`config.mk`:
```
export PLATFORM = sky130hd
export DESIGN_NAME = dssl_link
export DESIGN_NICKNAME = d
export VERILOG_FILES = /design/src/hw/dssl_pkg.sv /design/src/hw/dssl_link.sv
export SDC_FILE = /design/constraint.sdc
export NUM_CORES = 1
export LEC_CHECK = 0
export ABC_AREA = 1
export BUFFER_PORTS_ARGS = -buffer_cell sky130_fd_sc_hd__buf_2
export CAP_MARGIN = 20
export CORE_ASPECT_RATIO = 2
export CORE_MARGIN = 3
export CORE_UTILIZATION = 47
export CTS_CLUSTER_SIZE = 28
export DETAILED_ROUTE_END_ITERATION = 6
export SLEW_MARGIN = 20
export SYNTH_ARGS = -nofsm -noshare
export SYNTH_HDL_FRONTEND = slang
export SYNTH_SLANG_ARGS = --single-unit
```
`constraint.sdc`:
```
create_clock -name clock -period 13.43 [get_ports clock]
set_input_delay 2.686 -clock clock [delete_from_list [all_inputs] [get_ports clock]]
set_output_delay 2.686 -clock clock [all_outputs]
set_load 0.03 [all_outputs]
```
`src/hw/dssl_pkg.sv`:
```
// dssl_pkg: constants, types and helpers of the drive serial link block
// assumes one clock; every cycle count is derived from the clock rate
package dssl_pkg;
  localparam int unsigned CLK_HZ         = 40_000_000;
  localparam int unsigned MS_PER_S       = 1000;
  localparam int unsigned TENTHS_PER_S   = 10;
  localparam int unsigned BAUD [6]       = '{1200, 2400, 4800, 9600, 19200, 38400};
  localparam int unsigned GAP_HALF_CHARS = 7;
  localparam logic [3:0]  FRAME_OVERHEAD = 4'h3;
  localparam logic [3:0]  DATA7_LAST     = 4'h6;
  localparam logic [3:0]  DATA8_LAST     = 4'h7;
  localparam logic [7:0]  DATA7_MASK     = 8'h7f;
  localparam logic [7:0]  DATA8_MASK     = 8'hff;
  localparam logic [3:0]  HEX_LETTER_ADJ = 4'h9;

  localparam logic [7:0]  ADDR_MASTER = 8'h00;
  localparam logic [7:0]  ADDR_MAX    = 8'hf7;
  localparam logic [7:0]  ADDR_RST    = 8'h01;
  localparam logic [2:0]  RATE_MAX    = 3'h5;
  localparam logic [2:0]  RATE_RST    = 3'h3;
  localparam logic [4:0]  FMT_MAX     = 5'h11;
  localparam logic [4:0]  FMT_RST     = 5'h00;
  localparam logic [4:0]  FMT_ASCII7  = 5'h06;
  localparam logic [4:0]  FMT_ASCII8  = 5'h0c;
  localparam logic [4:0]  FMT_STOP2   = 5'h03;
  localparam logic [7:0]  DELAY_MAX   = 8'hc8;
  localparam logic [7:0]  DELAY_RST   = 8'h05;
  localparam logic [9:0]  TMO_MAX     = 10'h3e8;
  localparam logic [9:0]  TMO_RST     = 10'h000;
  localparam logic [1:0]  ACT_ALARM   = 2'h0;
  localparam logic [1:0]  ACT_KEEP    = 2'h1;
  localparam logic [1:0]  ACT_STOP    = 2'h2;
  localparam logic [1:0]  STOPM_RST   = 2'h0;
  localparam logic [7:0]  FAULT_CODE  = 8'h0f;
  localparam logic [7:0]  ASCII_START = 8'h3a;
  localparam logic [7:0]  ASCII_END   = 8'h0a;
  localparam logic [1:0]  FIDX_HI     = 2'h0;
  localparam logic [1:0]  FIDX_DONE   = 2'h2;

  localparam logic [7:0]  OFF_ADDR    = 8'h00;
  localparam logic [7:0]  OFF_RATE    = 8'h04;
  localparam logic [7:0]  OFF_FMT     = 8'h08;
  localparam logic [7:0]  OFF_DELAY   = 8'h0c;
  localparam logic [7:0]  OFF_TMO     = 8'h10;
  localparam logic [7:0]  OFF_ACT     = 8'h14;
  localparam logic [7:0]  OFF_WRREPLY = 8'h18;
  localparam logic [7:0]  OFF_STOPM   = 8'h1c;
  localparam logic [7:0]  OFF_STATUS  = 8'h20;
  localparam logic [7:0]  OFF_MASK    = 8'h24;
  localparam logic [7:0]  OFF_STATE   = 8'h28;
  localparam int unsigned ST_W        = 3;
  localparam int unsigned STATE_FAULT = 8;
  localparam int unsigned STATE_MSTR  = 9;

  localparam logic [1:0]  PAR_NONE = 2'h0;
  localparam logic [1:0]  PAR_EVEN = 2'h1;
  localparam logic [1:0]  PAR_ODD  = 2'h2;

  typedef struct packed {
    logic       ascii;
    logic       data7;
    logic [1:0] parity;
    logic       stop2;
  } dssl_fmt_s;

  typedef enum logic [2:0] {
    S_IDLE  = 3'b000,
    S_START = 3'b001,
    S_DATA  = 3'b011,
    S_PAR   = 3'b010,
    S_STOP  = 3'b110
  } dssl_uart_e;

  function automatic dssl_fmt_s decodeFmt(input logic [4:0] code);
    logic [4:0] idx;
    dssl_fmt_s  f;
    idx     = code;
    f.ascii = 1'b0;
    f.data7 = 1'b0;
    if (code >= FMT_ASCII8)
    begin
      idx     = code - FMT_ASCII8;
      f.ascii = 1'b1;
    end
    else if (code >= FMT_ASCII7)
    begin
      idx     = code - FMT_ASCII7;
      f.ascii = 1'b1;
      f.data7 = 1'b1;
    end
    f.stop2  = idx >= FMT_STOP2;
    f.parity = f.stop2 ? 2'(idx - FMT_STOP2) : idx[1:0];
    return f;
  endfunction

  // digits keep their low nibble; letters a..f / A..F add nine to theirs
  function automatic logic [3:0] hexNib(input logic [7:0] c);
    return c[6] ? 4'(c[3:0] + HEX_LETTER_ADJ) : c[3:0];
  endfunction
endpackage

```
`src/hw/dssl_link.sv`:
```
// dssl_link: RS485 serial front end of a motor drive, AHB-Lite register slave
// assumes the bus master and a user-side frame processor on the same clock
// Functional notes
// - station address register, reset 1; 0 is master, 1..247 slave; others refused
// - address 0 makes the block master: it may transmit run control at any time
// - as slave, only frames whose address equals ours are accepted, rest dropped with a frameDrop pulse
// - rate code 0..5 selects 1200..38400 bit/s, reset code 3 gives 9600
// - format 0..5: RTU, 8 data bits, none/even/odd parity, one then two stops
// - format 6..11 ASCII 7 bits, 12..17 ASCII 8 bits, same parity and stop order
// - reply held for the set delay 0..200 ms after a good frame, or until ready
// - fault code 15 when gap between good frames exceeds timeout; zero disables
// - failure action: 0 alarm and coast, 1 keep running, 2 stop without alarm
// - write reply select 1 swallows replies to write operations
//
// Decided for this implementation: the register addresses and the AHB-Lite register port.
`timescale 1ns/1ps
module dssl_link
  import dssl_pkg::*;
#(
  parameter int unsigned CLK_HZ_P = CLK_HZ
)
(
  input  logic        clock,
  input  logic        nrst,
  input  logic        hsel,
  input  logic [31:0] haddr,
  input  logic [1:0]  htrans,
  input  logic        hwrite,
  input  logic [2:0]  hsize,
  input  logic [31:0] hwdata,
  input  logic        hready,
  output logic        hreadyout,
  output logic        hresp,
  output logic [31:0] hrdata,
  input  logic        rxd,
  output logic        txd,
  output logic        txEn,
  output logic [7:0]  rxData,
  output logic        rxValid,
  output logic        frameOk,
  output logic        frameDrop,
  input  logic [7:0]  txData,
  input  logic        txValid,
  input  logic        txLast,
  input  logic        txWrite,
  output logic        txReady,
  output logic        masterRole,
  output logic        linkFault,
  output logic [7:0]  faultCode,
  output logic        coastStop,
  output logic        stopRequest,
  output logic [1:0]  stopMethod,
  output logic        irq
);
  localparam int unsigned MS_CYC    = CLK_HZ_P / MS_PER_S;
  localparam int unsigned TENTH_CYC = CLK_HZ_P / TENTHS_PER_S;
  logic [1:0]      rstSync_q;
  logic            rstN;
  logic [7:0]      stationAddr_q;
  logic [2:0]      rate_q;
  logic [4:0]      fmtSel_q;
  logic [7:0]      replyDelay_q;
  logic [9:0]      timeoutSet_q;
  logic [1:0]      failAct_q;
  logic            writeReply_q;
  logic [1:0]      stopMethod_q;
  logic [ST_W-1:0] status_q;
  logic [ST_W-1:0] mask_q;
  logic [ST_W-1:0] stSet;
  logic            addrPhase;
  logic            statusClr;
  logic            wrPend_q;
  logic [7:0]      wrAddr_q;
  logic [31:0]     hrdata_q;
  logic [31:0]     rdMux;
  dssl_fmt_s       fmt;
  logic [15:0]     bitCyc;
  logic [3:0]      lastBit;
  logic [3:0]      charBits;
  logic [23:0]     gapCyc;
  logic [7:0]      dataMask;
  logic [2:0]      rxS_q;
  logic            rxLine_q;
  dssl_uart_e      rxSt_q;
  logic [15:0]     rxCnt_q;
  logic [3:0]      rxBit_q;
  logic [7:0]      rxSh_q;
  logic            rxPar_q;
  logic            rxBadPar_q;
  logic            rxDone_q;
  logic            rxBad_q;
  logic [7:0]      rxByte_q;
  logic [23:0]     idleCnt_q;
  logic            gapHit;
  logic            inFrame_q;
  logic            fBad_q;
  logic [1:0]      fIdx_q;
  logic [7:0]      fAddr_q;
  logic            frameOk_q;
  logic            frameDrop_q;
  logic            rxValid_q;
  logic [7:0]      rxData_q;
  logic            isStart;
  logic            endNow;
  logic            fGood;
  logic [23:0]     msCnt_q;
  logic            msTick;
  logic [7:0]      dlyCnt_q;
  logic            replyPend_q;
  logic            gateOpen_q;
  logic            txDrop;
  logic            txAccept;
  dssl_uart_e      txSt_q;
  logic [15:0]     txCnt_q;
  logic [3:0]      txBit_q;
  logic [7:0]      txSh_q;
  logic            txPar_q;
  logic            txd_q;
  logic            txEn_q;
  logic [23:0]     tenthCnt_q;
  logic            tenthTick;
  logic [9:0]      tmoCnt_q;
  logic            armed_q;
  logic            linkFault_q;
  logic            tmoEvt_q;
  logic [7:0]      faultCode_q;
  logic            coastStop_q;
  logic            stopReq_q;
  always_ff @(posedge clock or negedge nrst)
  begin
    if (!nrst)
      rstSync_q <= 2'b00;
    else
      rstSync_q <= {rstSync_q[0], 1'b1};
  end
  assign rstN = rstSync_q[1];

  // zero-wait slave: reads are sampled in the address phase
  assign hreadyout = 1'b1;
  assign hresp     = 1'b0;
  assign hrdata    = hrdata_q;
  assign addrPhase = hsel & htrans[1] & hready;
  assign statusClr = addrPhase & ~hwrite & (haddr[7:0] == OFF_STATUS);

  always_ff @(posedge clock or negedge rstN)
  begin
    if (!rstN)
    begin
      wrPend_q <= 1'b0;
      wrAddr_q <= 8'h00;
      hrdata_q <= 32'h0;
    end
    else
    begin
      wrPend_q <= addrPhase & hwrite;
      if (addrPhase)
        wrAddr_q <= haddr[7:0];
      if (addrPhase & ~hwrite)
        hrdata_q <= rdMux;
    end
  end

  // out-of-range settings are refused so the link never runs undefined
  always_ff @(posedge clock or negedge rstN)
  begin
    if (!rstN)
    begin
      stationAddr_q <= ADDR_RST;
      rate_q        <= RATE_RST;
      fmtSel_q      <= FMT_RST;
      replyDelay_q  <= DELAY_RST;
      timeoutSet_q  <= TMO_RST;
      failAct_q     <= ACT_ALARM;
      writeReply_q  <= 1'b0;
      stopMethod_q  <= STOPM_RST;
      mask_q        <= '0;
    end
    else if (wrPend_q)
    begin
      case (wrAddr_q)
        OFF_ADDR:    if (hwdata <= 32'(ADDR_MAX)) stationAddr_q <= hwdata[7:0];
        OFF_RATE:    if (hwdata <= 32'(RATE_MAX)) rate_q <= hwdata[2:0];
        OFF_FMT:     if (hwdata <= 32'(FMT_MAX)) fmtSel_q <= hwdata[4:0];
        OFF_DELAY:   if (hwdata <= 32'(DELAY_MAX)) replyDelay_q <= hwdata[7:0];
        OFF_TMO:     if (hwdata <= 32'(TMO_MAX)) timeoutSet_q <= hwdata[9:0];
        OFF_ACT:     if (hwdata <= 32'(ACT_STOP)) failAct_q <= hwdata[1:0];
        OFF_WRREPLY: writeReply_q <= hwdata[0];
        OFF_STOPM:   stopMethod_q <= hwdata[1:0];
        OFF_MASK:    mask_q <= hwdata[ST_W-1:0];
        default:     mask_q <= mask_q;
      endcase
    end
  end

  always_comb
  begin
    rdMux = 32'h0;
    case (haddr[7:0])
      OFF_ADDR:    rdMux[7:0] = stationAddr_q;
      OFF_RATE:    rdMux[2:0] = rate_q;
      OFF_FMT:     rdMux[4:0] = fmtSel_q;
      OFF_DELAY:   rdMux[7:0] = replyDelay_q;
      OFF_TMO:     rdMux[9:0] = timeoutSet_q;
      OFF_ACT:     rdMux[1:0] = failAct_q;
      OFF_WRREPLY: rdMux[0] = writeReply_q;
      OFF_STOPM:   rdMux[1:0] = stopMethod_q;
      OFF_STATUS:  rdMux[ST_W-1:0] = status_q;
      OFF_MASK:    rdMux[ST_W-1:0] = mask_q;
      OFF_STATE:
      begin
        rdMux[7:0]         = faultCode_q;
        rdMux[STATE_FAULT] = linkFault_q;
        rdMux[STATE_MSTR]  = masterRole;
      end
      default:     rdMux = 32'h0;
    endcase
  end

  // line format and timing follow the current settings
  assign fmt      = decodeFmt(fmtSel_q);
  assign lastBit  = fmt.data7 ? DATA7_LAST : DATA8_LAST;
  assign dataMask = fmt.data7 ? DATA7_MASK : DATA8_MASK;
  assign charBits = 4'(lastBit + FRAME_OVERHEAD + 4'(fmt.parity != PAR_NONE) + 4'(fmt.stop2));
  assign gapCyc   = 24'((32'(bitCyc) * 32'(charBits) * GAP_HALF_CHARS + 32'h1) >> 1);

  always_comb
  begin
    bitCyc = 16'(CLK_HZ_P / BAUD[RATE_RST]);
    for (int i = 0; i < 6; i++)
      if (rate_q == 3'(i))
        bitCyc = 16'(CLK_HZ_P / BAUD[i]);
  end

  // pin filter: a level change counts once the second and third stages agree
  always_ff @(posedge clock or negedge rstN)
  begin
    if (!rstN)
    begin
      rxS_q    <= 3'b111;
      rxLine_q <= 1'b1;
    end
    else
    begin
      rxS_q <= {rxS_q[1:0], rxd};
      if (rxS_q[1] == rxS_q[2])
        rxLine_q <= rxS_q[2];
    end
  end

  always_ff @(posedge clock or negedge rstN)
  begin
    if (!rstN)
    begin
      rxSt_q     <= S_IDLE;
      rxCnt_q    <= 16'h0;
      rxBit_q    <= 4'h0;
      rxSh_q     <= 8'h00;
      rxPar_q    <= 1'b0;
      rxBadPar_q <= 1'b0;
      rxDone_q   <= 1'b0;
      rxBad_q    <= 1'b0;
      rxByte_q   <= 8'h00;
    end
    else
    begin
      rxDone_q <= 1'b0;
      if (rxSt_q == S_IDLE)
      begin
        if (!rxLine_q)
        begin
          rxSt_q  <= S_START;
          rxCnt_q <= bitCyc >> 1;
        end
      end
      else if (rxCnt_q != 16'h0)
        rxCnt_q <= rxCnt_q - 16'h1;
      else
      begin
        rxCnt_q <= bitCyc - 16'h1;
        case (rxSt_q)
          S_START:
          begin
            rxSt_q     <= rxLine_q ? S_IDLE : S_DATA;
            rxBit_q    <= 4'h0;
            rxPar_q    <= 1'b0;
            rxBadPar_q <= 1'b0;
          end
          S_DATA:
          begin
            rxSh_q  <= {rxLine_q, rxSh_q[7:1]};
            rxPar_q <= rxPar_q ^ rxLine_q;
            rxBit_q <= rxBit_q + 4'h1;
            if (rxBit_q == lastBit)
              rxSt_q <= (fmt.parity == PAR_NONE) ? S_STOP : S_PAR;
          end
          S_PAR:
          begin
            rxBadPar_q <= (rxPar_q ^ rxLine_q) != (fmt.parity == PAR_ODD);
            rxSt_q     <= S_STOP;
          end
          S_STOP:
          begin
            rxSt_q   <= S_IDLE;
            rxDone_q <= 1'b1;
            rxBad_q  <= rxBadPar_q | ~rxLine_q;
            rxByte_q <= fmt.data7 ? {1'b0, rxSh_q[7:1]} : rxSh_q;
          end
          default: rxSt_q <= S_IDLE;
        endcase
      end
    end
  end

  // gap is timed from the middle of the first stop bit, a half bit early with one stop bit, one and a half with two
  assign gapHit = (rxSt_q == S_IDLE) && (idleCnt_q == gapCyc - 24'h1);

  always_ff @(posedge clock or negedge rstN)
  begin
    if (!rstN)
      idleCnt_q <= 24'h0;
    else if (rxSt_q != S_IDLE)
      idleCnt_q <= 24'h0;
    else if (idleCnt_q != gapCyc)
      idleCnt_q <= idleCnt_q + 24'h1;
  end

  assign masterRole = stationAddr_q == ADDR_MASTER;
  assign isStart    = rxDone_q & fmt.ascii & ~rxBad_q & (rxByte_q == ASCII_START);
  assign endNow     = inFrame_q & (fmt.ascii ? rxDone_q & (rxByte_q == ASCII_END) : gapHit);
  assign fGood      = ~(fBad_q | (rxDone_q & rxBad_q))
                    & (masterRole | (fAddr_q == stationAddr_q));

  always_ff @(posedge clock or negedge rstN)
  begin
    if (!rstN)
    begin
      inFrame_q   <= 1'b0;
      fBad_q      <= 1'b0;
      fIdx_q      <= FIDX_HI;
      fAddr_q     <= 8'h00;
      frameOk_q   <= 1'b0;
      frameDrop_q <= 1'b0;
      rxValid_q   <= 1'b0;
      rxData_q    <= 8'h00;
    end
    else
    begin
      rxValid_q   <= 1'b0;
      frameOk_q   <= 1'b0;
      frameDrop_q <= 1'b0;
      if (rxDone_q)
        rxData_q <= rxByte_q;
      if (isStart)
      begin
        inFrame_q <= 1'b1;
        fBad_q    <= 1'b0;
        fIdx_q    <= FIDX_HI;
        rxValid_q <= 1'b1;
      end
      else if (endNow)
      begin
        inFrame_q   <= 1'b0;
        frameOk_q   <= fGood;
        frameDrop_q <= ~fGood;
        rxValid_q   <= fmt.ascii;
      end
      else if (rxDone_q & (inFrame_q | ~fmt.ascii))
      begin
        rxValid_q <= 1'b1;
        inFrame_q <= 1'b1;
        fBad_q    <= (inFrame_q & fBad_q) | rxBad_q;
        if (!inFrame_q)
          fAddr_q <= rxByte_q;
        else if (fmt.ascii && fIdx_q != FIDX_DONE)
        begin
          fIdx_q <= fIdx_q + 2'h1;
          if (fIdx_q == FIDX_HI)
            fAddr_q[7:4] <= hexNib(rxByte_q);
          else
            fAddr_q[3:0] <= hexNib(rxByte_q);
        end
      end
    end
  end

  // ms base restarts at each good frame so the reply delay is exact
  assign msTick = msCnt_q == 24'(MS_CYC - 1);

  always_ff @(posedge clock or negedge rstN)
  begin
    if (!rstN)
      msCnt_q <= 24'h0;
    else if (frameOk_q | msTick)
      msCnt_q <= 24'h0;
    else
      msCnt_q <= msCnt_q + 24'h1;
  end

  // gate stays open until the user supplies the reply, covering slow processing
  always_ff @(posedge clock or negedge rstN)
  begin
    if (!rstN)
    begin
      replyPend_q <= 1'b0;
      gateOpen_q  <= 1'b0;
      dlyCnt_q    <= 8'h00;
    end
    else if (frameOk_q & ~masterRole)
    begin
      replyPend_q <= 1'b1;
      gateOpen_q  <= 1'b0;
      dlyCnt_q    <= replyDelay_q;
    end
    else if (replyPend_q)
    begin
      if (dlyCnt_q == 8'h00)
      begin
        replyPend_q <= 1'b0;
        gateOpen_q  <= 1'b1;
      end
      else if (msTick)
        dlyCnt_q <= dlyCnt_q - 8'h01;
    end
    else if (txAccept & txLast)
      gateOpen_q <= 1'b0;
  end

  assign txDrop   = txWrite & writeReply_q;
  assign txReady  = (masterRole | gateOpen_q) & (txSt_q == S_IDLE);
  assign txAccept = txValid & txReady;
  assign txd      = txd_q;
  assign txEn     = txEn_q;

  always_ff @(posedge clock or negedge rstN)
  begin
    if (!rstN)
    begin
      txSt_q  <= S_IDLE;
      txCnt_q <= 16'h0;
      txBit_q <= 4'h0;
      txSh_q  <= 8'h00;
      txPar_q <= 1'b0;
      txd_q   <= 1'b1;
      txEn_q  <= 1'b0;
    end
    else if (txSt_q == S_IDLE)
    begin
      txd_q  <= ~(txAccept & ~txDrop);
      txEn_q <= txAccept & ~txDrop;
      if (txAccept & ~txDrop)
      begin
        txSt_q  <= S_START;
        txCnt_q <= bitCyc - 16'h1;
        txBit_q <= 4'h0;
        txSh_q  <= txData;
        txPar_q <= (^(txData & dataMask)) ^ (fmt.parity == PAR_ODD);
      end
    end
    else if (txCnt_q != 16'h0)
      txCnt_q <= txCnt_q - 16'h1;
    else
    begin
      txCnt_q <= bitCyc - 16'h1;
      case (txSt_q)
        S_START:
        begin
          txSt_q <= S_DATA;
          txd_q  <= txSh_q[0];
          txSh_q <= txSh_q >> 1;
        end
        S_DATA:
          if (txBit_q == lastBit)
          begin
            txSt_q  <= (fmt.parity == PAR_NONE) ? S_STOP : S_PAR;
            txd_q   <= (fmt.parity == PAR_NONE) | txPar_q;
            txBit_q <= 4'h0;
          end
          else
          begin
            txBit_q <= txBit_q + 4'h1;
            txd_q   <= txSh_q[0];
            txSh_q  <= txSh_q >> 1;
          end
        S_PAR:
        begin
          txSt_q <= S_STOP;
          txd_q  <= 1'b1;
        end
        S_STOP:
          if (fmt.stop2 && txBit_q == 4'h0)
            txBit_q <= 4'h1;
          else
          begin
            txSt_q <= S_IDLE;
            txEn_q <= 1'b0;
          end
        default: txSt_q <= S_IDLE;
      endcase
    end
  end

  // timeout is armed by the first good frame so a silent bus after power-up is no fault
  assign tenthTick = tenthCnt_q == 24'(TENTH_CYC - 1);

  always_ff @(posedge clock or negedge rstN)
  begin
    if (!rstN)
      tenthCnt_q <= 24'h0;
    else if (frameOk_q | tenthTick)
      tenthCnt_q <= 24'h0;
    else
      tenthCnt_q <= tenthCnt_q + 24'h1;
  end

  always_ff @(posedge clock or negedge rstN)
  begin
    if (!rstN)
    begin
      tmoCnt_q    <= 10'h000;
      armed_q     <= 1'b0;
      linkFault_q <= 1'b0;
      tmoEvt_q    <= 1'b0;
      faultCode_q <= 8'h00;
      coastStop_q <= 1'b0;
      stopReq_q   <= 1'b0;
    end
    else
    begin
      tmoEvt_q <= 1'b0;
      if (frameOk_q)
      begin
        armed_q     <= 1'b1;
        tmoCnt_q    <= 10'h000;
        linkFault_q <= 1'b0;
      end
      else
      begin
        if (tenthTick && tmoCnt_q != TMO_MAX)
          tmoCnt_q <= tmoCnt_q + 10'h001;
        if (armed_q && timeoutSet_q != TMO_RST && tmoCnt_q >= timeoutSet_q && !linkFault_q)
        begin
          linkFault_q <= 1'b1;
          tmoEvt_q    <= 1'b1;
        end
      end
      faultCode_q <= (linkFault_q && !frameOk_q && failAct_q == ACT_ALARM) ? FAULT_CODE : 8'h00;
      coastStop_q <= linkFault_q && !frameOk_q && failAct_q == ACT_ALARM;
      stopReq_q   <= linkFault_q && !frameOk_q && failAct_q == ACT_STOP;
    end
  end

  // a new event in the clearing read's cycle survives
  assign stSet = {tmoEvt_q, frameDrop_q, frameOk_q};

  always_ff @(posedge clock or negedge rstN)
  begin
    if (!rstN)
      status_q <= '0;
    else
      status_q <= (status_q & ~{ST_W{statusClr}}) | stSet;
  end

  assign irq         = |(status_q & mask_q);
  assign rxData      = rxData_q;
  assign rxValid     = rxValid_q;
  assign frameOk     = frameOk_q;
  assign frameDrop   = frameDrop_q;
  assign linkFault   = linkFault_q;
  assign faultCode   = faultCode_q;
  assign coastStop   = coastStop_q;
  assign stopRequest = stopReq_q;
  assign stopMethod  = stopMethod_q;
endmodule // dssl_link

```
Word-level counts from Yosys, hierarchy flattened
Cells that the tools add are included.
{"block": "op_classes", "addsub": 20, "multipliers": 2, "magnitude_cmp": 10, "n_eq_ne": 62, "mux": 111, "bitwise": 49, "reduce_logical": 72}
{"operator": "$mux W16", "count": 12}
{"operator": "$mux W24", "count": 4}
{"operator": "$mux W8", "count": 12}
{"operator": "$add A24 B1 Y24 const B", "count": 3}
{"operator": "$eq A8 B5 Y1 const B", "count": 8}
{"operator": "$le A32 B8 Y1 const B", "count": 2}
{"operator": "$sub A16 B1 Y16 const B", "count": 3}
{"operator": "$eq A8 B4 Y1 const B", "count": 5}
{"operator": "$eq A8 B6 Y1 const B", "count": 5}
{"operator": "$reduce_and A3 Y1", "count": 13}
{"operator": "$mux W1", "count": 38}
{"operator": "$mux W4", "count": 9}
{"operator": "$le A32 B10 Y1 const B", "count": 1}
{"operator": "$le A32 B2 Y1 const B", "count": 1}
{"operator": "$le A32 B3 Y1 const B", "count": 1}
{"operator": "$le A32 B5 Y1 const B", "count": 1}
{"operator": "$logic_not A8 Y1", "count": 4}
{"operator": "$reduce_bool A16 Y1", "count": 2}
{"operator": "$mux W3", "count": 10}
{"operator": "$add A23 B1 Y24 const B", "count": 1}
{"operator": "$eq A24 B16 Y1 const B", "count": 1}
{"operator": "$eq A24 B22 Y1 const B", "count": 1}
{"operator": "$eq A24 B24 Y1", "count": 1}
{"operator": "$ne A24 B23 Y1", "count": 1}
{"operator": "67 further kinds", "count": 187}
{"block": "word_totals", "reg_bits": 271, "inputBits": 86, "out_inout_bits": 63, "elab_cells": 380}

Depth between registers and ports, before layout
Gate-level depths: netlist (run 1).
{"block": "logic_depth", "word_depth": 18, "ltp_mapped": 58, "ltp_nobuf": 56}

Least setup slack after synthesis (run 1)
No wires, ideal clock.
{"block": "synth_timing", "path_type": "reg2reg", "startpoint": "register fmtSel_q[2]", "endpoint": "register fAddr_q[4]", "setup_ns": 0.117, "t_arrival_ns": 8.888, "required_ns": 13.313, "path_slack_ns": 4.425, "stages_incl_launch_ff": 56, "n_path_buf": 3, "synth_period_minus_slack_ns": 9.005, "cell_sequence": "dfrtp_1 ha_1 nand3_1 nand2_1 nor2_1 buf_4 xor2_1 ha_1 o21bai_1 nor2_1 o22ai_1 a22oi_1 ha_1 ha_1 buf_1 inv_1 nor2_1 fa_1 (+20 left out) nor2_1 inv_1 nor2_1 nand4_1 nand3_1 nand2_1 nand2_1 nand2_1 nor2_2 nand2_1 nor2_4 xor2_1 nand3_1 o21bai_4 nand2_4 buf_6 nand4_1 nand2_1"}
{"block": "synth_between", "elab_chain_len": 18, "word_cells_on_any_way": 36, "cone_classes": "add/sub: 8; mul: 2; order compare: 3; eq/ne: 2; mux: 8; bitwise: 9; reduce/logical: 4"}
{"element": "from (decl)", "line_no": "dssl_link.sv:61", "text": "logic [4:0] fmtSel_q;"}
{"element": "from (signal assigned)", "line_no": "dssl_link.sv:183", "text": "OFF_FMT: if (hwdata <= 32'(FMT_MAX)) fmtSel_q <= hwdata[4:0];"}
{"element": "$sub A5 B3 Y5 / $ge A5 B3 Y1 (equally long branches)", "line_no": "dssl_pkg.sv:87, dssl_pkg.sv:85"}
{"element": "$mux W5", "line_no": "dssl_pkg.sv:85", "text": "else if (code >= FMT_ASCII7)"}
{"element": "$mux W5", "line_no": "dssl_pkg.sv:80", "text": "if (code >= FMT_ASCII8)"}
{"element": "$ge A5 B2 Y1 / $sub A2 B2 Y2 (equally long branches)", "line_no": "dssl_pkg.sv:91, dssl_pkg.sv:92"}
{"element": "$mux W2", "line_no": "dssl_pkg.sv:92", "text": "f.parity = f.stop2 ? 2'(idx - FMT_STOP2) : idx[1:0];"}
{"element": "$reduce_bool A2 Y1", "line_no": "dssl_link.sv:223", "text": "assign charBits = 4'(lastBit + FRAME_OVERHEAD + 4'(fmt.parity != PAR_NONE) + 4'(fmt.stop2));"}
{"element": "$add A4 B1 Y4 (2 in a row)", "line_no": "dssl_link.sv:223"}
{"element": "$mul A16 B4 Y20", "line_no": "dssl_link.sv:224", "text": "assign gapCyc = 24'((32'(bitCyc) * 32'(charBits) * GAP_HALF_CHARS + 32'h1) >> 1);"}
{"element": "$mul A20 B3 Y23", "line_no": "dssl_link.sv:224"}
{"element": "$add A23 B1 Y24", "line_no": "dssl_link.sv:224"}
{"element": "$sub A23 B1 Y24", "line_no": "dssl_link.sv:315", "text": "assign gapHit = (rxSt_q == S_IDLE) && (idleCnt_q == gapCyc - 24'h1);"}
{"element": "$eq A24 B24 Y1", "line_no": "dssl_link.sv:315"}
{"element": "$logic_and A1 B1 Y1", "line_no": "dssl_link.sv:315"}
{"element": "$mux W1", "line_no": "dssl_link.sv:329", "text": "assign endNow = inFrame_q & (fmt.ascii ? rxDone_q & (rxByte_q == ASCII_END) : gapHit);"}
{"element": "$and A1 B1 Y1", "line_no": "dssl_link.sv:329"}
{"element": "$not A1 Y1 (no source line)"}
{"element": "$reduce_and A5 Y1 (no source line) (*)"}
{"element": "to (signal assigned)", "line_no": "dssl_link.sv:373", "text": "fAddr_q <= rxByte_q;"}
{"element": "to (signal assigned)", "line_no": "dssl_link.sv:378", "text": "fAddr_q[7:4] <= hexNib(rxByte_q);"}
{"element": "to (decl)", "line_no": "dssl_link.sv:98", "text": "logic [7:0] fAddr_q;"}
Mark *: on every way between the ends. The rest lies on a longest branch, timed or not.
A chain may end at the register's enable or synchronous reset.

Worst setup path in the final report (run 1)
{"block": "layout_timing", "startpoint": "register fmtSel_q[2]", "endpoint": "register idleCnt_q[9]"}
{"block": "layout_between", "elab_chain_len": 13, "word_cells_on_any_way": 21, "cone_classes": "add/sub: 7; mul: 2; order compare: 3; eq/ne: 1; mux: 6; reduce/logical: 2"}
{"element": "$sub A5 B3 Y5 / $ge A5 B3 Y1 (equally long branches)", "line_no": "dssl_pkg.sv:87, dssl_pkg.sv:85"}
{"element": "$mux W5", "line_no": "dssl_pkg.sv:85"}
{"element": "$mux W5", "line_no": "dssl_pkg.sv:80"}
{"element": "$ge A5 B2 Y1 / $sub A2 B2 Y2 (equally long branches)", "line_no": "dssl_pkg.sv:91, dssl_pkg.sv:92"}
{"element": "$mux W2", "line_no": "dssl_pkg.sv:92"}
{"element": "$reduce_bool A2 Y1", "line_no": "dssl_link.sv:223"}
{"element": "$add A4 B1 Y4", "line_no": "dssl_link.sv:223"}
{"element": "$add A4 B1 Y4 (*)", "line_no": "dssl_link.sv:223"}
{"element": "$mul A16 B4 Y20 (*)", "line_no": "dssl_link.sv:224"}
{"element": "$mul A20 B3 Y23 (*)", "line_no": "dssl_link.sv:224"}
{"element": "$add A23 B1 Y24 (*)", "line_no": "dssl_link.sv:224"}
{"element": "$ne A24 B23 Y1 (*)", "line_no": "dssl_link.sv:323", "text": "else if (idleCnt_q != gapCyc)"}
{"element": "$reduce_bool A2 Y1 (no source line) (*)"}
{"element": "to (signal assigned)", "line_no": "dssl_link.sv:324", "text": "idleCnt_q <= idleCnt_q + 24'h1;"}
{"element": "to (decl)", "line_no": "dssl_link.sv:93", "text": "logic [23:0] idleCnt_q;"}
Marks and branches as above.

==> results.ini, run 1 <==
[place]
hpwl_um = 44800
gp_congestion = 0.975
dpl.cell_count = 3366
dp_slack_ns = 2.14
port_buffers = 92

[yosys]
postSynthAreaPerCell_um2 = 7.23
synth_top_area_share = 0.319
synth_top_cell_by_area = dfrtp_1
synth.distinct_cells = 69
syn_inst = 2787
syn-cell-area_mm2 = 0.0202
synthTopCellsByCount = 657 x nand2_1, 420 x inv_1, 284 x nor2_1
ys_top_cells_by_area = dfrtp_1 32%, nand2_1 12%, inv_1 7.8%, nor2_1 5.3%, ha_1 5.2%
synth_edf_count = 0
yosys_warnings = 0
async_flop_share = 1.00
yosysSeqAreaShare = 0.332
yosysMostFrequentCell = nand2_1
ys_seq_elements = 267
synth-main-ff-cell = dfrtp_1

[final_layout]
antennaDiodeCount = 0
drive_gt1_frac = 0.0821
fin_cells = 3414
nets = 3069
area_growth_pct = 8.62
nFillCells = 4243
postLayoutCoreUtil = 0.521

[global_route]
grt_pass1_vias = 18600
grt_overflow = 0
grt_start_max_net_pins = 166
antenna_found_initial = 0
grtUsageTotal = 0.242
grt_pass1_wl_um = 91800

[cts]
clock-sinks = 267
holdBufCountCts = 0
cts_buffer_depth = 3
htreeDepth = 1
insertion_delay_ns = 0.55
clkTransAtPathRegs_ns = 0.07
cts_inserted_buffers = 26
cts_tree = yes
ctsResizeCount = 0
cts_root_buf = clkbuf_16
post_cts_buffers = 0

[critical_path]
startpoint_type = flip-flop
crit_required_ns = 13.87
slowest_delay_ns = 0.77
cp-end-kind = flip-flop
path_class = flip-flop to flip-flop
cpMaxStageDelayCell = inv_1
cpMostUsedCell = nand2_1
worstPathArrival_ns = 11.91
cp_max_fo = 26

[sta]
hold_violations = 0
fin_crit_sh = 0.854
fin_hold_ws_ns = 0.292
fmax_mhz = 87.2
drv_slew = 0
finalCriticalPeriod_ns = 11.47
setup_viol = 0
fin_skew_ns = 0.0135
setup_slack_ns = 1.96
rsz0062_at_grt = no
worst_pin_slew_ns = 1.02
setup-tns-final_ns = 0
relSlewSlack = 0.321

[power]
leakage_nw = 11.0
powerDensity_mw_per_mm2 = 76.3
max-vdd-ir-drop_uv = 99.7

[detailed_routing]
wl_per_cell_um = 16.3
drc_errors = 0
firstDrtPassIters = 5
dr.first_iter.drc_count = 1075
final_antenna_net_count = 0
wirelength_um = 55700
num_vias = 18500
via_per_inst = 5.42

[outcome]
status = complete, no violations

[die]
rows = 106
core_mm2 = 0.0420
fp.dieArea_mm2 = 0.0455
die_w_um = 152
dieHeight_um = 299
ios = 149
initial_utilization = 0.479

[job]
maxCapViolCount = 0

[min_path]
hold_path.class = flip-flop to async pin

worst max-delay path, delay by kind of cell, from the launching register on:
family	cells	cell delay, ns
AND/OR/NAND/NOR	17	2.75
flip-flops	1	0.47
AO/OA/AOI/OAI	14	2.78
adder cells (fa/ha/maj)	9	3.59
buffers and inverters	6	1.45
XOR/XNOR	1	0.31
sequential cells by signal, summed over array words and instances, names as in the netlist, 4 cells and up:
register	cells
idleCnt_q	24
msCnt_q	24
tenthCnt_q	24
rxCnt_q	16
txCnt_q	16
hrdata	10
timeoutSet_q	10
tmoCnt_q	10
dlyCnt_q	8
fAddr_q	8
replyDelay_q	8
rxByte_q	8
rxData	8
rxSh_q	8
stationAddr_q	8
txSh_q	8
wrAddr_q	8
fmtSel_q	5
rxBit_q	4
txBit_q	4
kinds of logic (layout without fill, tap and decap cells):
group                    after synthesis  count (layout)  synth area share
AO/OA/AOI/OAI                        384             384             0.111
XOR/XNOR                              94              94            0.0415
adder cells (fa/ha/maj)              130             130            0.0977
buffers and inverters                515             575             0.103
flip-flops                           267             267             0.332
multiplexers                          18              18           0.00962
other                                  2              29          0.000373
AND/OR/NAND/NOR                     1377            1377             0.304
cell usage in the layout (no fill, tap or decap), types with 6 or more instances in the layout:
cell type,Yosys,final
nand2_1,657,657
inv_1,420,420
nor2_1,284,283
dfrtp_1,257,256
o21ai_0,174,174
nand3_1,157,157
a21oi_1,93,93
buf_2,7,92
ha_1,83,83
nor3_1,79,79
nand4_1,70,70
xor2_1,56,56
fa_1,46,46
xnor2_1,37,37
nor4_1,36,36
conb_1,2,29
clkbuf_16,0,27
a31oi_1,22,22
nand2_2,20,20
nor3b_1,18,18
o31ai_1,16,16
o22ai_1,12,12
o211ai_1,11,11
nand3_2,11,11
mux2_2,11,11
nor2_2,9,10
dfstp_2,10,10
inv_2,9,9
o21bai_1,9,9
a221oi_1,8,8
o21a_1,7,7
nor2_4,7,7
mux2i_1,7,7
nand2_4,6,6
nand3b_1,6,6
layer usage:
metal / track usage / vias to the layer above / wire length (um)
met4: 0.149 / 0 / 4040
met3: 0.0181 / 189 / 1600
met1: 0.243 / 8716 / 19700
li1: - / 9149 / -
met5: 0 / - / 0
met2: 0.476 / 445 / 30400
area by class of cell:
class	instances	area [um^2]	area share
Clock buffer	35	746	0.0341
Timing Repair Buffer	97	510	0.0233
Sequential cell	267	6700	0.306
Multi-Input combinational cell	2032	11500	0.525
Inverter	430	1610	0.0737
Clock inverter	13	164	0.00749
Tap cell	540	676	0.0309
power breakdown:
group | switching (mW) | leakage (nW) | internal [mW] | total (mW)
Clock | 0.333 | 0.443 | 0.452 | 0.785
Combinational | 0.0490 | 7.13 | 0.0174 | 0.0665
Sequential | 0.00798 | 3.42 | 0.812 | 0.820
Total | 0.390 | 11.0 | 1.28 | 1.67
stage by stage:
| step | power [mW] | cell area, um^2 |
|---|---|---|
| after global placement | 0.901 | 21000 |
| after detailed placement | 0.902 | 21000 |
| final | 1.67 | 21900 |
| after floorplan | 0.881 | 20300 |
| after global routing | 1.73 | 21900 |
| after CTS | 1.69 | 21900 |
final timing paths:
path	from	end	slack [ns]	cells after the start
worst max-delay path	fmtSel_q[2]	idleCnt_q[9]	1.96	47
worst min-delay path	rstSync_q[1]	txCnt_q[0]	0.29	0
worst max register to register	fmtSel_q[2]	idleCnt_q[9]	1.96	47
worst min register to register	rstSync_q[1]	txCnt_q[0]	0.29	0
max in group asynchronous	rstSync_q[1]	idleCnt_q[23]	10.96	2
min in group clock	rstSync_q[0]	rstSync_q[1]	0.35	0
(Power assumes the default switching activity.)
==> run 2, diff against run 1 <==
Settings changed: ABC_AREA 1 to default.
==> results.ini, run 2 <==
[critical_path]
r2r_start = fmtSel_q[2]  ; unchanged
crit_required_ns = 13.86  ; was 13.87 ns
cpMostUsedCell = ha_1  ; was nand2_1
crit_end = fAddr_q[6]  ; was idleCnt_q[9]
startpoint_type = flip-flop  ; unchanged
path_class = flip-flop to flip-flop  ; unchanged
cp-end-kind = flip-flop  ; unchanged
crit_path_start = fmtSel_q[2]  ; unchanged
worst_r2r_endpoint = fAddr_q[6]  ; was idleCnt_q[9]
ff2ff_path_depth = 45  ; was 47
slowest_delay_ns = 0.55  ; was 0.77 ns
cp_max_fo = 11  ; was 26
cpMaxStageDelayCell = dfrtp_1  ; was inv_1
worstPathArrival_ns = 12.47  ; was 11.91 ns
r2r_setup_slack_ns = 1.39  ; was 1.96 ns

[die]
dieHeight_um = 290  ; was 299 um
fp.dieArea_mm2 = 0.0430  ; was 0.0455 mm^2
die_w_um = 148  ; was 152 um
initial_utilization = 0.478  ; was 0.479
ios = 149  ; unchanged
core_mm2 = 0.0397  ; was 0.0420 mm^2
rows = 103  ; was 106

[yosys]
synth_edf_count = 0  ; unchanged
syn-cell-area_mm2 = 0.0190  ; was 0.0202 mm^2
synth_top_cell_by_area = dfrtp_1  ; unchanged
synth_top_area_share = 0.339  ; was 0.319
yosysMostFrequentCell = dfrtp_1  ; was nand2_1
yosys_warnings = 0  ; unchanged
syn_inst = 2100  ; was 2787
async_flop_share = 1.00  ; unchanged
ys_top_cells_by_area = dfrtp_1 34%, ha_1 5.5%, fa_1 4.9%, nor2_1 4.5%, xnor2_1 4.2%  ; was dfrtp_1 32%, nand2_1 12%, inv_1 7.8%, nor2_1 5.3%, ha_1 5.2%
postSynthAreaPerCell_um2 = 9.04  ; was 7.23 um^2
yosysSeqAreaShare = 0.353  ; was 0.332
ys_seq_elements = 267  ; unchanged
synth-main-ff-cell = dfrtp_1  ; unchanged
synth.distinct_cells = 111  ; was 69
synthTopCellsByCount = 257 x dfrtp_1, 229 x nor2_1, 176 x nand2_1  ; was 657 x nand2_1, 420 x inv_1, 284 x nor2_1

[final_layout]
antennaDiodeCount = 0  ; unchanged
nets = 2372  ; was 3069
layout_commonest_cell = dfrtp_1  ; was nand2_1
postLayoutCoreUtil = 0.521  ; about the same
area_growth_pct = 8.95  ; was 8.62%
reg_top3 = idleCnt_q x24, msCnt_q x24, tenthCnt_q x24  ; unchanged
drive_gt1_frac = 0.124  ; was 0.0821
final_cell_mix = 256 x dfrtp_1, 229 x nor2_1, 176 x nand2_1, 143 x inv_1, 112 x a21oi_1  ; was 657 x nand2_1, 420 x inv_1, 283 x nor2_1, 256 x dfrtp_1, 174 x o21ai_0

[outcome]
status = complete, no violations  ; unchanged

[cts]
cts_buffer_depth = 3  ; unchanged
cts_root_buf = clkbuf_16  ; unchanged
htreeDepth = 1  ; unchanged
post_cts_buffers = 0  ; unchanged
clkTransAtPathRegs_ns = 0.07  ; about the same
cts_inserted_buffers = 26  ; unchanged
insertion_delay_ns = 0.56  ; was 0.55 ns
ctsResizeCount = 0  ; unchanged
holdBufCountCts = 0  ; unchanged
cts_tree = yes  ; unchanged
clock-sinks = 267  ; unchanged

[global_route]
met3_usage = 0.0186  ; was 0.0181
grtUsageTotal = 0.226  ; was 0.242
use_met1 = 0.231  ; was 0.243
antenna_found_initial = 0  ; unchanged
grt_overflow = 0  ; unchanged
busiest_layer = met2  ; unchanged
grt_pass1_wl_um = 79700  ; was 91800 um
met2_usage = 0.452  ; was 0.476
grt_start_max_net_pins = 75  ; was 166
grt_pass1_vias = 15700  ; was 18600

[sta]
fin_skew_ns = 0.0182  ; was 0.0135 ns
relSlewSlack = 0.308  ; was 0.321
setup_viol = 0  ; unchanged
finalCriticalPeriod_ns = 12.04  ; was 11.47 ns
drv_slew = 0  ; unchanged
hold_violations = 0  ; unchanged
setup-tns-final_ns = 0  ; unchanged
fin_hold_ws_ns = 0.360  ; was 0.292 ns
fmax_mhz = 83.1  ; was 87.2 MHz
rsz0062_at_grt = no  ; unchanged
worst_pin_slew_ns = 1.03  ; was 1.02 ns
fin_crit_sh = 0.896  ; was 0.854

[min_path]
hold_path.class = flip-flop to flip-flop  ; was flip-flop to async pin

[job]
maxCapViolCount = 0  ; unchanged

[place]
gp_congestion = 0.942  ; was 0.975
hpwl_um = 38500  ; was 44800 um
port_buffers = 92  ; unchanged

[detailed_routing]
num_vias = 15500  ; was 18500
wl_per_cell_um = 18.1  ; was 16.3 um
dr.first_iter.drc_count = 660  ; was 1075
wirelength_um = 49000  ; was 55700 um
firstDrtPassIters = 6  ; was 5
via_per_inst = 5.72  ; was 5.42
drc_errors = 0  ; unchanged
final_antenna_net_count = 0  ; unchanged

[power]
leakage_nw = 9.59  ; was 11.0 nW
powerDensity_mw_per_mm2 = 87.6  ; was 76.3 mW/mm^2
max-vdd-ir-drop_uv = 94.3  ; was 99.7 uV

-- run 2: cell count changes in the layout (fill, tap and decap cells not counted), sizes merged, moves of 22 or more --
| cell | change |
|---|---|
| nor2 | -72 |
| nand2 | -506 |
| and3 | +34 |
| o21ai | -61 |
| nor3 | -23 |
| inv | -285 |
| mux2 | +55 |
| nand4 | -45 |
| a21o | +23 |
| nand3 | -87 |
| mux2i | +23 |
| xnor2 | +55 |
| or3 | +22 |
-- run 2: where the power goes --
| group | internal [mW] | switching [mW] | total (mW) |
|---|---|---|---|
| Sequential | 0.845 | 0.0433 | 0.888 |
| Clock | 0.441 | 0.336 | 0.777 |
| Combinational | 0.0556 | 0.0913 | 0.147 |
-- run 2: final cells by class --
cell class / count / area, um^2
Clock buffer: 33 / 717
Clock inverter: 15 / 181
Fill cell: 3802 / 19000
Inverter: 145 / 544
Multi-Input combinational cell: 1607 / 11300
Sequential cell: 267 / 6700
Tap cell: 525 / 657
Timing Repair Buffer: 110 / 596
-- run 2: worst min-delay path by stage --
stage | endpoint | slack, ns | from | cells after the start
floorplan | rstSync_q[1] | 0.33 | rstSync_q[0] | 0
global placement | rstSync_q[1] | 0.34 | rstSync_q[0] | 0
detailed placement | rstSync_q[1] | 0.34 | rstSync_q[0] | 0
CTS | rxS_q[1] | 0.36 | rxS_q[0] | 0
global route | rxS_q[1] | 0.36 | rxS_q[0] | 0
finish | rstSync_q[1] | 0.36 | rstSync_q[0] | 0
-- run 2: critical path, delay by kind of cell (launching register included) --
kind,cells,cell delay [ns]
AOI/OAI and AO/OA,20,4.23
adders and majority gates,9,3.54
and+or+nand+nor,9,2.19
muxes,3,0.64
xor gates and xnor gates,2,0.62
DFF,1,0.55
buffers and inverters,2,0.12
-- run 2: per-stage QoR --
| step | setup WS, ns | cells | instance area, um^2 | total power, mW |
|---|---|---|---|---|
| finish | 1.39 | 2702 | 20700 | 1.81 |
| global route | 0.404 | 2702 | 20700 | 1.89 |
| CTS | 1.37 | 2702 | 20700 | 1.83 |
| detailed placement | 1.44 | 2654 | 19800 | 1.05 |
| global placement | 1.64 | 2654 | 19800 | 1.05 |
| floorplan | 2.74 | 2127 | 19100 | 1.00 |
-- run 2: logic make-up (layout without fill, tap and decap cells) --
family / count (synthesis) / after routing / share of synthesized area
other: 2 / 29 / 0.000396
flip-flops: 267 / 267 / 0.353
AO/OA/AOI/OAI: 411 / 411 / 0.143
multiplexers: 97 / 97 / 0.0564
AND/OR/NAND/NOR: 772 / 772 / 0.203
buffers and inverters: 253 / 303 / 0.0583
adder cells (fa/ha/maj): 130 / 130 / 0.104
XOR/XNOR: 168 / 168 / 0.0833
-- run 2: metal layers --
metal  wire length (um)  part of all wire
met1              16900              0.34
met2              28000              0.57
met3               1560             0.032
met4               2540             0.052
met5                  0                 0
==> run 3, diff against run 2 <==
Settings changed: CORE_ASPECT_RATIO 2 to default, SETUP_SLACK_MARGIN from default to 0.02.
==> results.ini, run 3 (synthesis gave the netlist of run 2 again) <==
[outcome]
status = complete, no violations  ; unchanged

[critical_path]
cp_max_fo = 11  ; unchanged
startpoint_type = flip-flop  ; unchanged
cpMaxStageDelayCell = fa_1  ; was dfrtp_1
cp-end-kind = flip-flop  ; unchanged
ff2ff_path_depth = 46  ; was 45
worstPathArrival_ns = 12.70  ; was 12.47 ns
cpMostUsedCell = ha_1  ; unchanged
slowest_delay_ns = 0.54  ; was 0.55 ns
crit_required_ns = 13.87  ; was 13.86 ns
path_class = flip-flop to flip-flop  ; unchanged

[final_layout]
antennaDiodeCount = 0  ; unchanged
drive_gt1_frac = 0.125  ; was 0.124
layout_commonest_cell = dfrtp_1  ; unchanged
postLayoutCoreUtil = 0.530  ; was 0.521
area_growth_pct = 9.60  ; was 8.95%
nFillCells = 3716  ; was 3802
reg_top3 = idleCnt_q x24, msCnt_q x24, tenthCnt_q x24  ; unchanged
nets = 2371  ; was 2372
final_cell_mix = 256 x dfrtp_1, 229 x nor2_1, 176 x nand2_1, 143 x inv_1, 112 x a21oi_1  ; unchanged

[power]
powerDensity_mw_per_mm2 = 91.3  ; was 87.6 mW/mm^2
internal_power_mw = 1.43  ; was 1.34 mW
max-vdd-ir-drop_uv = 95.2  ; was 94.3 uV
seqPwrFrac = 0.466  ; was 0.490
p_sw_frac = 0.248  ; was 0.260
combPwrFrac = 0.079  ; was 0.081
p_switching_mw = 0.472  ; was 0.471 mW
clock_power_share = 0.455  ; was 0.429
leakage_nw = 9.65  ; was 9.59 nW

[detailed_routing]
final_antenna_net_count = 0  ; unchanged
dr.first_iter.drc_count = 1009  ; was 660
wirelength_um = 45900  ; was 49000 um
drc_errors = 0  ; unchanged
via_per_inst = 5.62  ; was 5.72
wl_per_cell_um = 17.0  ; was 18.1 um
firstDrtPassIters = 7  ; was 6
num_vias = 15200  ; was 15500

[sta]
drv_slew = 0  ; unchanged
fin_crit_sh = 0.913  ; was 0.896
worst_pin_slew_ns = 1.01  ; was 1.03 ns
setup-tns-final_ns = 0  ; unchanged
relSlewSlack = 0.322  ; was 0.308
fmax_mhz = 81.6  ; was 83.1 MHz
finalCriticalPeriod_ns = 12.26  ; was 12.04 ns
rsz0062_at_grt = no  ; unchanged
setup_viol = 0  ; unchanged
hold_violations = 0  ; unchanged
fin_skew_ns = 0.0192  ; was 0.0182 ns

[min_path]
hold_path.class = flip-flop to async pin  ; was flip-flop to flip-flop

[cts]
clkTransAtPathRegs_ns = 0.06  ; was 0.07 ns
htreeDepth = 1  ; unchanged
insertion_delay_ns = 0.57  ; was 0.56 ns
clock-sinks = 267  ; unchanged
holdBufCountCts = 0  ; unchanged
cts_tree = yes  ; unchanged
ctsResizeCount = 0  ; unchanged
cts_root_buf = clkbuf_16  ; unchanged
cts_buffer_depth = 3  ; unchanged
cts_inserted_buffers = 30  ; was 26
post_cts_buffers = 0  ; unchanged

[place]
gp_congestion = 0.886  ; was 0.942
port_buffers = 92  ; unchanged
hpwl_um = 34500  ; was 38500 um

[global_route]
grtUsageTotal = 0.216  ; was 0.226
grt_start_max_net_pins = 160  ; was 75
grt_overflow = 0  ; unchanged
grt_pass1_wl_um = 76600  ; was 79700 um
grt_pass1_vias = 15000  ; was 15700
antenna_found_initial = 0  ; unchanged

[die]
initial_utilization = 0.483  ; was 0.478
fp.dieArea_mm2 = 0.0428  ; was 0.0430 mm^2
dieHeight_um = 207  ; was 290 um
rows = 72  ; was 103
core_mm2 = 0.0393  ; was 0.0397 mm^2
ios = 149  ; unchanged
die_w_um = 207  ; was 148 um

[job]
maxCapViolCount = 0  ; unchanged

## run 3: cell count changes in the layout (fill, tap and decap cells not counted)
cell,before,now
clkinv_4,1,0
clkinv_8,1,0
buf_4,18,12
buf_12,0,1
clkinvlp_4,2,1
clkinv_2,5,6
clkbuf_16,26,31
clkbuf_8,4,9
inv_6,3,2
## run 3: cell type report
class | count | area (um^2) | share of cell area
Multi-Input combinational cell | 1607 | 11300 | 0.543
Sequential cell | 267 | 6700 | 0.322
Clock buffer | 43 | 911 | 0.0438
Tap cell | 518 | 648 | 0.0311
Timing Repair Buffer | 105 | 571 | 0.0274
Inverter | 145 | 544 | 0.0262
Clock inverter | 12 | 145 | 0.00698
## run 3: stage by stage
stage                     worst slack (ns)  hold WS [ns]  power, mW  cells  cell area (um^2)
after floorplan                       2.74         0.331       1.00   2127             19100
after global placement                1.41         0.338       1.05   2642             19800
after detailed placement              1.20         0.339       1.05   2642             19800
after CTS                             1.14         0.353       1.93   2697             20800
after global routing                 0.166         0.363       1.98   2697             20800
final                                 1.17         0.336       1.90   2697             20800
## run 3: per-layer routing
layer	share of wire	global-route usage
met4	0.016	0.0364
met3	0.044	0.0252
met5	0	0
met1	0.48	0.313
met2	0.46	0.357
## run 3: worst max-delay path, delay by kind of cell (launching register included)
kind,cells,cell delay (ns)
XOR/XNOR,2,0.83
adder cells (fa/ha/maj),9,3.38
buffers and inverters,3,0.45
flip-flops,1,0.52
AO/OA/AOI/OAI,22,4.55
multiplexers,1,0.34
AND/OR/NAND/NOR,9,2.06
## run 3: path summary, 6_finish.rpt
path | start | end | slack, ns
worst min-delay path | rstSync_q[1] | tenthCnt_q[21] | 0.34
max in group asynchronous | rstSync_q[1] | txCnt_q[8] | 11.00
worst min register to register | rstSync_q[1] | tenthCnt_q[21] | 0.34
worst max-delay path | fmtSel_q[3] | fAddr_q[5] | 1.17
min in group clock | rstSync_q[0] | rstSync_q[1] | 0.35
worst max register to register | fmtSel_q[3] | fAddr_q[5] | 1.17
## run 3: power by group through the flow
stage                     clock, mW  sequential [mW]  combinational (mW)
after CTS                     0.889            0.886               0.152
after floorplan                   0            0.909              0.0960
after global routing          0.919            0.892               0.171
after global placement            0            0.899               0.147
after detailed placement          0            0.900               0.152
final                         0.864            0.886               0.150
